$ cat config.mk
export PLATFORM = sky130hd
export DESIGN_NAME = trap_priority_stack_check
export DESIGN_NICKNAME = d
export VERILOG_FILES = /design/src/hw/trap_pkg.sv /design/src/hw/trap_priority_stack_check.sv
export SDC_FILE = /design/constraint.sdc
export NUM_CORES = 1
export LEC_CHECK = 0
export BUFFER_PORTS_ARGS = -buffer_cell sky130_fd_sc_hd__buf_2
export CAP_MARGIN = 40
export CORE_MARGIN = 2
export CORE_UTILIZATION = 35
export DETAILED_ROUTE_END_ITERATION = 10
export MAX_ROUTING_LAYER = met4
export PLACE_DENSITY_LB_ADDON = 0.1
export SYNTH_ARGS = -nofsm -noshare
export SYNTH_HDL_FRONTEND = slang
export SYNTH_SLANG_ARGS = --single-unit
export TNS_END_PERCENT = 1
$ cat constraint.sdc
create_clock -name mclk -period 4.1 [get_ports mclk]
set_input_delay 0.615 -clock mclk [delete_from_list [all_inputs] [get_ports mclk]]
set_output_delay 0.615 -clock mclk [all_outputs]
set_load 0.02 [all_outputs]
$ cat src/hw/trap_pkg.sv
// Constants, vectors, register map and carrier types for the trap and stack check unit.
package trap_pkg;

  // Number of arbitrated request sources, in priority order.
  localparam int unsigned NUM_SRC = 17;

  // Source positions in the request vector; position 0 wins.
  localparam int unsigned SRC_CONSOLE = 0;
  localparam int unsigned SRC_MMGT    = 1;
  localparam int unsigned SRC_YELLOW  = 2;
  localparam int unsigned SRC_POWER_FAIL_TRAP    = 3;
  localparam int unsigned SRC_FLOAT   = 4;
  localparam int unsigned SRC_TRACE   = 16;

  // Interrupt level of each source; zero means the priority field never blocks it.
  localparam logic [2:0] SRC_LEVEL [NUM_SRC] = '{
    3'h0, 3'h0, 3'h0, 3'h0, 3'h0, 3'h7, 3'h7, 3'h6, 3'h6,
    3'h5, 3'h5, 3'h4, 3'h4, 3'h3, 3'h2, 3'h1, 3'h0};
  // Sources that are external bus requests rather than internal traps.
  localparam logic [NUM_SRC-1:0] SRC_IS_BUS = 17'h0_1540;

  // Trap vectors, octal values as used by the processor.
  localparam logic [8:0] VEC_FLOAT  = 9'o244;
  localparam logic [8:0] VEC_MMGT   = 9'o250;
  localparam logic [8:0] VEC_POWER_FAIL_TRAP   = 9'o024;
  localparam logic [8:0] VEC_TRACE  = 9'o014;
  localparam logic [8:0] VEC_PROGRAM_INTERRUPT_REQUEST   = 9'o240;
  localparam logic [8:0] VEC_YELLOW = 9'o004;
  localparam logic [8:0] VEC_NONE   = 9'h0_000;

  // Break branch codes and their microaddresses.
  localparam logic [1:0] BRK_POWER_UP = 2'b00;
  localparam logic [1:0] BRK_NO_TRAP  = 2'b01;
  localparam logic [1:0] BRK_TRAP     = 2'b10;
  localparam logic [1:0] BRK_STACK    = 2'b11;
  localparam logic [7:0] UADDR_POWER_UP = 8'o100;
  localparam logic [7:0] UADDR_NO_TRAP  = 8'o120;
  localparam logic [7:0] UADDR_TRAP     = 8'o140;
  localparam logic [7:0] UADDR_STACK    = 8'o160;

  // Address bits 7 to 5 all ones mark the 16-word warning zone.
  localparam logic [2:0] WARN_ZONE_BITS = 3'h7;

  // Register byte offsets on the bus.
  localparam logic [7:0] REG_CONTROL     = 8'h00;
  localparam logic [7:0] REG_STACK_LIMIT = 8'h04;
  localparam logic [7:0] REG_STATUS      = 8'h08;
  localparam logic [7:0] REG_HONOR       = 8'h0C;

  // Control register fields and reset values.
  localparam int unsigned CTRL_PRIO_LSB   = 0;
  localparam int unsigned CTRL_LEGACY_BIT = 3;
  localparam logic [2:0]  PRIO_RESET      = 3'h0;
  localparam logic [7:0]  LIMIT_RESET     = 8'h00;

  // Bus transfer type for a new single transfer.
  localparam logic [1:0] HTRANS_NONSEQ = 2'b10;

  // Request lines from the processor, all active high.
  typedef struct packed {
    logic       console_flag;
    logic       memory_mgmt_trap;
    logic       power_fail_trap;
    logic       float_exception_trap;
    logic       trace_trap;
    logic [7:1] program_interrupt_request;
    logic [7:4] bus_request;
  } request_t;

  // Description of the current bus cycle from the microsequencer.
  typedef struct packed {
    logic [15:0] bus_address_mux;
    logic        byte_instruction;
    logic        first_byte_operand_cycle;
    logic        second_byte_operand_cycle;
    logic        first_source_read;
    logic        second_source_read;
    logic        kernel_stack_reference;
    logic        stack_write_or_pause;
    logic        internal_address_hit;
  } cycle_t;

endpackage

$ cat src/hw/trap_priority_stack_check.sv
// Trap arbitration, break branch selection, odd address and stack limit checking.
`timescale 1ns/10ps

// Overview of operation
// [RQ1] Honor a request only when no higher priority request is pending.
// [RQ2] Priority field blocks interrupt levels at and below its value.
// [RQ3] Pending-service asserted whenever any honor output is active.
// [RQ4] Vector enable set on interrupt pause entry unless servicing a bus request.
// [RQ5] With vector enable set, honored trap drives its fixed vector.
// [RQ6] Trap inhibit asserted while vector enable or request-strobe block set.
// [RQ7] Vector enable cleared by the bus acknowledge after vector load.
// [RQ8] Break select: power-up 00, no trap 01, trap 10, stack error 11.
// [RQ9] Break targets are microaddresses 100, 120, 140 and 160.
// [RQ10] Odd address during a non-byte instruction is an odd-address error.
// [RQ11] Plain, kernel, conditional and write cycles fault on odd address always.
// [RQ12] Odd address legal only in byte operand, second or non-legacy first source reads.
// [RQ13] Kernel stack cycles compare address high byte with limit; below is red.
// [RQ14] Fatal violation set at T5 only while error flag or strobe block clear.
// [RQ15] Fatal violation held until abort acknowledge.
// [RQ16] Equal high byte outside the warning zone is fatal at T5.
// [RQ17] Stack reference to an internal register address is fatal.
// [RQ18] Equal high byte inside warning zone sets warning flag at T2.
// [RQ19] Warning sets stack error flag only when honored and acknowledged.
// [RQ20] All flags cleared by initialization and sampled on the clock.
module trap_priority_stack_check
  import trap_pkg::*;
(
  // Clock and reset
  input  wire logic             mclk,
  input  wire logic             reset_n,
  // Bus slave
  input  wire logic             hsel,
  input  wire logic [31:0]      haddr,
  input  wire logic [1:0]       htrans,
  input  wire logic             hwrite,
  input  wire logic [2:0]       hsize,
  input  wire logic [31:0]      hwdata,
  input  wire logic             hready,
  output logic      [31:0]      hrdata,
  output logic                  hreadyout,
  output logic                  hresp,
  // Requests and processor state
  input  wire request_t         requests,
  input  wire logic             power_up_flag,
  input  wire logic             t2_pulse,
  input  wire logic             t5_pulse,
  input  wire logic             interrupt_pause_state,
  input  wire logic             bus_acknowledge,
  input  wire logic             abort_acknowledge,
  input  wire logic             abort_clear,
  input  wire logic             clear_flags,
  // Current bus cycle
  input  wire cycle_t           cycle,
  // Results to the microsequencer
  output logic                  service_request_pending,
  output logic [NUM_SRC-1:0]    honor,
  output logic                  internal_trap_pending,
  output logic                  vector_enable_flag,
  output logic [8:0]            trap_vector,
  output logic                  trap_vector_inhibit,
  output logic [1:0]            break_branch_select,
  output logic [7:0]            break_target,
  output logic                  odd_address_error,
  output logic                  fatal_stack_violation,
  output logic                  stack_warning_flag,
  output logic                  stack_error_flag,
  output logic                  request_strobe_block
);

  logic [2:0]         processor_priority;
  logic               legacy_model_option;
  logic [7:0]         stack_limit_register;
  logic [7:1]         block_level;
  logic [NUM_SRC-1:0] raw_req;
  logic [NUM_SRC-1:0] eligible;
  logic [NUM_SRC-1:0] next_honor;
  logic               next_trap;
  logic [8:0]         next_vector;
  logic               stack_check;
  logic               high_equal;
  logic               high_below;
  logic               warning_zone_match;
  logic               red_condition;
  logic               odd_legal;
  logic [1:0]         next_select;
  logic [7:0]         next_target;
  logic               bus_write;
  logic               bus_read;
  logic [31:0]        read_value;
  logic               honor_bus;

  // Level blocks.
  // [RQ2] Decode priority field.
  genvar lv;
  generate
    for (lv = 1; lv <= 7; lv++)
    begin : g_block
      assign block_level[lv] = (processor_priority >= 3'(lv));
    end
  endgenerate

  assign raw_req = {requests.trace_trap,
                    requests.program_interrupt_request[1],
                    requests.program_interrupt_request[2],
                    requests.program_interrupt_request[3],
                    requests.bus_request[4],
                    requests.program_interrupt_request[4],
                    requests.bus_request[5],
                    requests.program_interrupt_request[5],
                    requests.bus_request[6],
                    requests.program_interrupt_request[6],
                    requests.bus_request[7],
                    requests.program_interrupt_request[7],
                    requests.float_exception_trap,
                    requests.power_fail_trap,
                    stack_warning_flag,
                    requests.memory_mgmt_trap,
                    requests.console_flag};

  // Mask each source by its level.
  genvar si;
  generate
    for (si = 0; si < NUM_SRC; si++)
    begin : g_mask
      // [RQ2] Level gating; level zero is never blocked.
      if (SRC_LEVEL[si] == 3'h0)
        assign eligible[si] = raw_req[si];
      else
        assign eligible[si] = raw_req[si] && !block_level[SRC_LEVEL[si]];
    end
  endgenerate

  // [RQ1] Fixed priority pick.
  always_comb
  begin
    next_honor = '0;
    for (int i = NUM_SRC - 1; i >= 0; i--)
    begin
      if (eligible[i])
      begin
        next_honor = '0;
        next_honor[i] = 1'b1;
      end
    end
  end

  assign next_trap = |(next_honor & ~SRC_IS_BUS & ~(NUM_SRC'(1) << SRC_CONSOLE));
  assign honor_bus = |(honor & SRC_IS_BUS);

  // A strobe block during an abort keeps every honor output low.
  always_ff @(posedge mclk or negedge reset_n)
  begin
    if (!reset_n)
    begin
      honor                   <= '0;
      service_request_pending <= 1'b0;
      internal_trap_pending   <= 1'b0;
    end
    else
    begin
      // [RQ1] Register the winner.
      honor                   <= request_strobe_block ? '0 : next_honor;
      // [RQ3] Any honor pending.
      service_request_pending <= !request_strobe_block && (|next_honor);
      internal_trap_pending   <= !request_strobe_block && next_trap;
    end
  end

  // Vector enable.
  always_ff @(posedge mclk or negedge reset_n)
  begin
    if (!reset_n)
    begin
      vector_enable_flag <= 1'b0;
    end
    else if (interrupt_pause_state && !honor_bus)
    begin
      // [RQ4] Set unless bus request.
      vector_enable_flag <= 1'b1;
    end
    else if (bus_acknowledge)
    begin
      // [RQ7] Cleared by acknowledge.
      vector_enable_flag <= 1'b0;
    end
  end

  // [RQ5] Vector per trap.
  always_comb
  begin
    next_vector = VEC_NONE;
    if (vector_enable_flag)
    begin
      if (honor[SRC_FLOAT])
        next_vector = VEC_FLOAT;
      else if (honor[SRC_MMGT])
        next_vector = VEC_MMGT;
      else if (honor[SRC_POWER_FAIL_TRAP])
        next_vector = VEC_POWER_FAIL_TRAP;
      else if (honor[SRC_YELLOW])
        next_vector = VEC_YELLOW;
      else if (honor[SRC_TRACE])
        next_vector = VEC_TRACE;
      else if (|(honor & ~SRC_IS_BUS & ~(NUM_SRC'(1) << SRC_CONSOLE)))
        next_vector = VEC_PROGRAM_INTERRUPT_REQUEST;
    end
  end

  always_ff @(posedge mclk or negedge reset_n)
  begin
    if (!reset_n)
    begin
      trap_vector         <= VEC_NONE;
      trap_vector_inhibit <= 1'b0;
    end
    else
    begin
      trap_vector         <= next_vector;
      // [RQ6] Inhibit instruction vectors.
      trap_vector_inhibit <= vector_enable_flag || request_strobe_block;
    end
  end

  // An abort blocks strobing; stack aborts hold it until the next fetch, power aborts only until the bus acknowledge as the block clears honor.
  always_ff @(posedge mclk or negedge reset_n)
  begin
    if (!reset_n)
      request_strobe_block <= 1'b0;
    else if (abort_clear)
      request_strobe_block <= 1'b1;
    else if (clear_flags)
      request_strobe_block <= 1'b0;
    else if (bus_acknowledge && !stack_error_flag && !honor[SRC_POWER_FAIL_TRAP])
      request_strobe_block <= 1'b0;
  end

  // [RQ8] Break select encoding.
  always_comb
  begin
    if (stack_error_flag)
      next_select = BRK_STACK;
    else if (power_up_flag)
      next_select = BRK_POWER_UP;
    else if (next_trap && !request_strobe_block)
      next_select = BRK_TRAP;
    else
      next_select = BRK_NO_TRAP;
    // [RQ9] Microaddress map.
    case (next_select)
      BRK_POWER_UP: next_target = UADDR_POWER_UP;
      BRK_NO_TRAP:  next_target = UADDR_NO_TRAP;
      BRK_TRAP:     next_target = UADDR_TRAP;
      default:      next_target = UADDR_STACK;
    endcase
  end

  always_ff @(posedge mclk or negedge reset_n)
  begin
    if (!reset_n)
    begin
      break_branch_select <= BRK_POWER_UP;
      break_target        <= UADDR_POWER_UP;
    end
    else
    begin
      break_branch_select <= next_select;
      break_target        <= next_target;
    end
  end

  // [RQ12] Legal odd-address cycles.
  assign odd_legal = cycle.first_byte_operand_cycle || cycle.second_byte_operand_cycle ||
                     cycle.second_source_read ||
                     (cycle.first_source_read && !legacy_model_option);

  always_ff @(posedge mclk or negedge reset_n)
  begin
    if (!reset_n)
      odd_address_error <= 1'b0;
    else
      // [RQ10] [RQ11] Odd address check.
      odd_address_error <= cycle.bus_address_mux[0] &&
                           (!cycle.byte_instruction || !odd_legal);
  end

  // [RQ13] Stack limit compare.
  assign stack_check        = cycle.kernel_stack_reference && cycle.stack_write_or_pause;
  assign high_equal         = cycle.bus_address_mux[15:8] == stack_limit_register;
  assign high_below         = cycle.bus_address_mux[15:8] < stack_limit_register;
  assign warning_zone_match = cycle.bus_address_mux[7:5] == WARN_ZONE_BITS;
  // [RQ16] [RQ17] Red conditions.
  assign red_condition = stack_check &&
                         (high_below || (high_equal && !warning_zone_match) ||
                          cycle.internal_address_hit);

  // The latch must outlive the pause so the abort routine sees it.
  always_ff @(posedge mclk or negedge reset_n)
  begin
    if (!reset_n)
      fatal_stack_violation <= 1'b0;
    // [RQ14] Set at T5 when unblocked.
    else if (t5_pulse && red_condition && (!stack_error_flag || !request_strobe_block))
      fatal_stack_violation <= 1'b1;
    // [RQ15] Held until acknowledge.
    else if (abort_acknowledge)
      fatal_stack_violation <= 1'b0;
  end

  always_ff @(posedge mclk or negedge reset_n)
  begin
    if (!reset_n)
      stack_warning_flag <= 1'b0;
    // [RQ18] Warning at T2.
    else if (t2_pulse && stack_check && high_equal && warning_zone_match)
      stack_warning_flag <= 1'b1;
    else if (bus_acknowledge && honor[SRC_YELLOW])
      stack_warning_flag <= 1'b0;
  end

  always_ff @(posedge mclk or negedge reset_n)
  begin
    if (!reset_n)
      stack_error_flag <= 1'b0;
    else if (t2_pulse && fatal_stack_violation)
      stack_error_flag <= 1'b1;
    // [RQ19] Deferred warning service.
    else if (bus_acknowledge && honor[SRC_YELLOW])
      stack_error_flag <= 1'b1;
    // [RQ20] Cleared at next fetch.
    else if (clear_flags)
      stack_error_flag <= 1'b0;
  end

  // Zero wait state slave; read data is captured in the address phase.
  assign bus_write = hsel && hready && htrans == HTRANS_NONSEQ && hwrite;
  assign bus_read  = hsel && hready && htrans == HTRANS_NONSEQ && !hwrite;

  logic       wr_pending;
  logic [7:0] wr_offset;

  always_comb
  begin
    case (haddr[7:0])
      REG_CONTROL:     read_value = {28'h000_0000, legacy_model_option, processor_priority};
      REG_STACK_LIMIT: read_value = {24'h00_0000, stack_limit_register};
      REG_STATUS:      read_value = {18'h0_0000, break_branch_select, request_strobe_block,
                                     stack_error_flag, stack_warning_flag,
                                     fatal_stack_violation, odd_address_error,
                                     trap_vector_inhibit, vector_enable_flag,
                                     internal_trap_pending, service_request_pending,
                                     power_up_flag, 2'b00};
      REG_HONOR:       read_value = {15'h0000, honor};
      default:         read_value = 32'h0000_0000;
    endcase
  end

  always_ff @(posedge mclk or negedge reset_n)
  begin
    if (!reset_n)
    begin
      hrdata     <= 32'h0000_0000;
      hreadyout  <= 1'b1;
      hresp      <= 1'b0;
      wr_pending <= 1'b0;
      wr_offset  <= 8'h00;
    end
    else
    begin
      hrdata     <= bus_read ? read_value : 32'h0000_0000;
      hreadyout  <= 1'b1;
      hresp      <= 1'b0;
      wr_pending <= bus_write;
      wr_offset  <= haddr[7:0];
    end
  end

  // Software writes the priority field, option and stack limit in the data phase.
  always_ff @(posedge mclk or negedge reset_n)
  begin
    if (!reset_n)
    begin
      processor_priority   <= PRIO_RESET;
      legacy_model_option  <= 1'b0;
      stack_limit_register <= LIMIT_RESET;
    end
    else if (wr_pending && wr_offset == REG_CONTROL)
    begin
      processor_priority  <= hwdata[CTRL_PRIO_LSB +: 3];
      legacy_model_option <= hwdata[CTRL_LEGACY_BIT];
    end
    else if (wr_pending && wr_offset == REG_STACK_LIMIT)
    begin
      stack_limit_register <= hwdata[7:0];
    end
  end

endmodule // trap_priority_stack_check

# Word level (Yosys, flattened, before mapping)
# Index checks and enable logic that the tools add are counted.
totals:
  regBits: 98
  latchBits: 0
  ramBits: 0
  rom_bits: 0
  input_bits: 122
  wordCells: 151
  mem_count: 0
op_classes:
  n_addsub: 0
  n_mul: 0
  div: 0
  order_cmp: 8
  eq_ne: 9
  shift: 0
  mux: 43
  bitwise_logic: 1
  n_reduce_logical: 71
ops:
  columns: ["operator", "n"]
  rows:
  - ["$mux W17", 18]
  - ["$pmux W17 S4", 1]
  - ["$mux W8", 7]
  - ["$logic_and A1 B1 Y1", 34]
  - ["$mux W32", 1]
  - ["$reduce_or A12 Y1", 2]
  - ["$pmux W6 S3", 1]
  - ["$reduce_or A17 Y1", 1]
  - ["$eq A8 B3 Y1 const B", 2]
  - ["$eq A8 B4 Y1 const B", 2]
  - ["$logic_not A1 Y1", 16]
  - ["$logic_not A8 Y1", 2]
  - ["$ge A3 B3 Y1 const B", 4]
  - ["$mux W1", 12]
  - ["$eq A8 B8 Y1", 1]
  - ["$logic_or A1 B1 Y1", 8]
  - ["$lt A8 B8 Y1", 1]
  - ["$ge A3 B2 Y1 const B", 2]
  - ["$mux W2", 3]
  - ["$reduce_bool A2 Y1", 3]
  - ["$reduce_bool A3 Y1", 2]
  - ["$eq A2 B2 Y1 const B", 2]
  - ["$reduce_or A4 Y1", 1]
  - ["$eq A3 B3 Y1 const B", 1]
  - ["5 further kinds", 5]

# Depth between registers and ports, before layout
logic_depth:
  ltp_word: 26
  mapped_depth: 7
  mapped_depth_nobuf: 7

# Worst setup path after synthesis
# No wires, ideal clock.
synth_timing:
  path_type: "input to register"
  startpoint: "input port requests[14] (netlist name)"
  endpoint: "register break_branch_select[0]"
  t_arrival_ps: 1673
  required_ps: 3974
  path_slack_ps: 2300
  stages: 5
  n_path_buf: 0
  path_cell_list: "nor3_1 -> and2_1 -> o2111ai_2 -> or2_1 -> a311o_1"
synth_via:
  elab_chain_len: 7
synth_lines:
  columns: ["item", "line_no", "rtl"]
  rows:
  - ["from (decl)", "trap_priority_stack_check.sv:43", "input wire request_t requests,"]
  - ["$mux W17 (2 in series)", "trap_priority_stack_check.sv:139", "if (eligible[i])"]
  - ["$reduce_or A12 Y1", "trap_priority_stack_check.sv:147", "assign next_trap = |(next_honor & ~SRC_IS_BUS & ~(NUM_SRC'(1) << SRC_CONSOLE));"]
  - ["$logic_and A1 B1 Y1", "trap_priority_stack_check.sv:244", "else if (next_trap && !request_strobe_block)"]
  - ["$mux W2", "trap_priority_stack_check.sv:244", null]
  - ["$mux W2", "trap_priority_stack_check.sv:242", "else if (power_up_flag)"]
  - ["$mux W2", "trap_priority_stack_check.sv:240", "if (stack_error_flag)"]
  - ["named net next_select[0]", "trap_priority_stack_check.sv:85", "logic [1:0] next_select;"]
  - ["to (signal assigned)", "trap_priority_stack_check.sv:266", "break_branch_select <= next_select;"]
  - ["to (decl)", "trap_priority_stack_check.sv:61", "output logic [1:0] break_branch_select,"]
# The timed path passes the listed nets, and every way through them passes these cells.
# A chain may end at the register's enable or synchronous reset.

# Final worst setup path
layout_timing:
  startpoint: "register processor_priority[2]"
  endpoint: "register honor[14]"
layout_via:
  elab_chain_len: 20
  elab_cells_between_ends: 42
  cone_classes: "order compare (7); mux (17); reduce/logical (18)"
layout_lines:
  columns: ["item", "line_no", "rtl"]
  rows:
  - ["from (decl)", "trap_priority_stack_check.sv:70", "logic [2:0] processor_priority;"]
  - ["from (signal assigned)", "trap_priority_stack_check.sv:388", "processor_priority <= hwdata[CTRL_PRIO_LSB +: 3];"]
  - ["$ge A3 B1 Y1", "trap_priority_stack_check.sv:98", "assign block_level[lv] = (processor_priority >= 3'(lv));"]
  - ["$logic_not A1 Y1", "trap_priority_stack_check.sv:129", "assign eligible[si] = raw_req[si] && !block_level[SRC_LEVEL[si]];"]
  - ["$logic_and A1 B1 Y1", "trap_priority_stack_check.sv:129", null]
  - ["$mux W17 (10 in series)", "trap_priority_stack_check.sv:139", null]
  - ["$mux W17 * (6 in series)", "trap_priority_stack_check.sv:139", null]
  - ["$mux W17 *", "trap_priority_stack_check.sv:162", "honor <= request_strobe_block ? '0 : next_honor;"]
  - ["to (signal assigned)", "trap_priority_stack_check.sv:162", null]
  - ["to (decl)", "trap_priority_stack_check.sv:56", "output logic [NUM_SRC-1:0] honor,"]
# Every way passes the cells marked *; elsewhere a longest branch is shown, timed or not.

==> results.yml <==
yosys:
  ys_async_sr_fraction_pct: 100
  synth_cell_types: 52
  synth_area_sq_um: 3430
  avgSynthCellArea_sq_um: 10.6
  ys.flop_type: "dfrtp_1"
  synth-seq-cells: 71
  seq_area_frac_synth_pct: 51.8
  synth_edf_count: 0
  ys_warn_count: 0
  synth_cells: 323
sta:
  fin_tns_setup_ns: 0
  fin_skew_ns: 0.0110
  max_slew_margin_pct: 54.1
  fmax_mhz: 481
  rsz0062_at_grt: "no"
  setup_violations: 0
  slew_viol_final: 0
  hold_viol_final: 0
  timing.final.crit_share_pct: 50.7
  worst_slew_pin_slew_ns: 0.683
  min_period_ns: 2.08
pwr:
  p_per_area_nw_per_um2: 363
  ir_worst_vdd_mv: 0.200
  p_leak_nw: 2.29
die:
  rows: 36
  initial_utilization_pct: 35.6
  coreArea_sq_um: 9640
  dieHeight_um: 103
  io_pins: 201
  die_x_um: 103
  dieArea_sq_um: 10600
detailed_routing:
  ant_nets: 0
  via_per_inst: 4.65
  drt-total-wl_mm: 9.13
  first_pass_iters: 5
  drt_iter0_markers: 121
  vias: 2704
  wl_per_cell_um: 15.7
  drc_errors: 0
finish:
  final_cells: 582
  layout_common_cells: "buf_2, dfrtp_1, nor2_1"
  final_common_cell: "buf_2"
  nNetsFinal: 574
  multi_input_area_sq_um: 1420
  diodes: 0
  postLayoutCoreUtil_pct: 44.4
  syn_to_final_growth_pct: 24.9
  seq_area_sq_um: 1780
  fillers: 1023
  drive_gt1_share_pct: 34.5
worst_setup_path:
  critPathMaxFanout: 13
  worst_path_max_delay_cell: "dfrtp_1"
  cp.arrival_ns: 2.28
  start_kind: "flop"
  worstPathRequired_ns: 4.30
  critical_path.max_stage_delay_ns: 0.61
  crit_chain: "and3_1, o2111ai_1, nor2_1, nand2_1, nor4_1"
  crit_type: "reg2reg"
  end_kind: "flop"
global_routing:
  grt_pass1_vias: 2604
  grtUsageTotal_pct: 18.2
  grt_pass1_wl_mm: 13.9
  antenna_found_initial: 0
  grt_max_degree: 28
  grt.overflow.total: 0
placement:
  io_buffers: 118
  dp_cells: 566
  gp_congestion: 0.864
  hpwl_mm: 7.32
clock_tree:
  path_clk_slew_ns: 0.08
  clk_latency_ns: 0.36
  cts_root_buf: "clkbuf_8"
  htree_levels: 3
  cts-buffers-inserted: 9
  cts.repair.resized: 0
  clockBufferDepth: 2
  clock_sinks: 71
  hold_buffers: 0
  tritoncts: "done"
  post_cts_buffers: 0
flow_run:
  max-cap-violations: 0
hold_path:
  hold_class: "in2async"
outcome:
  status: "complete, no violations"
-- critical path: cells and delay by family (launching register included) --
kind	cells	cell delay (ns)
AND/OR/NAND/NOR	4	1.06
flip-flops	1	0.61
AO/OA/AOI/OAI	1	0.26
-- state kept, by name (all words and copies together) (netlist names), 2 cells and up --
name	flops
break_branch_select	2
processor_priority	3
stack_limit_register	8
trap_vector	4
wr_offset	8
hrdata	17
honor	17
-- synthesized netlist by cell type, types with 2 or more instances --
master,count,area (sq um)
dfrtp_1,71,1780
conb_1,2,7.51
and3_1,5,31.3
nand2b_1,3,18.8
o21bai_1,2,15.0
a21o_1,2,15.0
a31oi_1,3,18.8
buf_2,2,10.0
nand2_1,12,45.0
mux2_2,11,124
nor4b_1,5,43.8
clkbuf_1,3,11.3
nor4_1,5,31.3
mux4_2,2,45.0
nand3b_1,2,15.0
nand3_1,7,35.0
buf_4,29,218
ha_1,8,100
nor3_1,11,55.1
o21ai_0,4,20.0
nor3b_1,3,22.5
a22o_1,2,17.5
o2111ai_1,2,17.5
a211o_1,3,26.3
nand4_1,4,25.0
nor2_1,39,146
nor2b_1,9,56.3
inv_1,19,71.3
mux2i_1,12,120
o41ai_1,2,17.5
and2_1,4,25.0
a21oi_1,15,75.1
-- kinds of logic after synthesis --
kind of cell             Yosys count  synth area share (%)
flip-flops                        71                  51.8
buffers and inverters             55                  9.49
other                              2                 0.219
multiplexers                      25                  8.43
adder cells (fa/ha/maj)            8                  2.92
AND/OR/NAND/NOR                  115                  17.4
AO/OA/AOI/OAI                     47                  9.78
-- final cells by class --
| class | instances | share of cell area (%) |
|---|---|---|
| clock buffer | 10 | 2.98 |
| multi-input combinational | 222 | 33.2 |
| inverter | 19 | 1.66 |
| timing repair buffer | 121 | 14.6 |
| tap | 133 | 3.88 |
| clock inverter | 6 | 2.22 |
| sequential | 71 | 41.5 |
-- final timing paths --
check / start / to / slack (ns) / depth (start not counted)
max in group asynchronous: reset_n / hrdata[10] / 3.17 / 3
min in group mclk: haddr[0] / wr_offset[0] / 0.38 / 1
worst min-delay path: reset_n / wr_offset[3] / 0.14 / 1
worst max register to register: processor_priority[2] / honor[14] / 2.02 / 5
worst min register to register: vector_enable_flag / trap_vector_inhibit / 0.53 / 1
worst max-delay path: processor_priority[2] / honor[14] / 2.02 / 5
-- through the flow --
step	hold slack (ns)	total power, mW	cell area, sq um	setup slack, ns
global placement	0.503	0.944	4040	1.82
finish	0.140	1.55	4280	2.02
floorplan	0.319	0.876	3520	2.30
detailed placement	0.514	0.949	4060	1.84
global route	0.149	1.62	4280	1.84
CTS	0.138	1.57	4280	2.07
-- per-layer routing --
metal / wire, um / global-route usage, % / up-vias
li1: - / - / 1318
met1: 4290 / 25.4 / 1271
met2: 4050 / 26.5 / 101
met3: 615 / 3.53 / 14
met4: 175 / 6.38 / 0
met5: 0 / - / -
-- power by group --
part	internal (mW)	total, mW	switching [mW]
Combinational	0.0724	0.191	0.119
Sequential	0.720	0.741	0.0208
Clock	0.347	0.621	0.274
No activity file was read; power rests on OpenSTA's default activity.
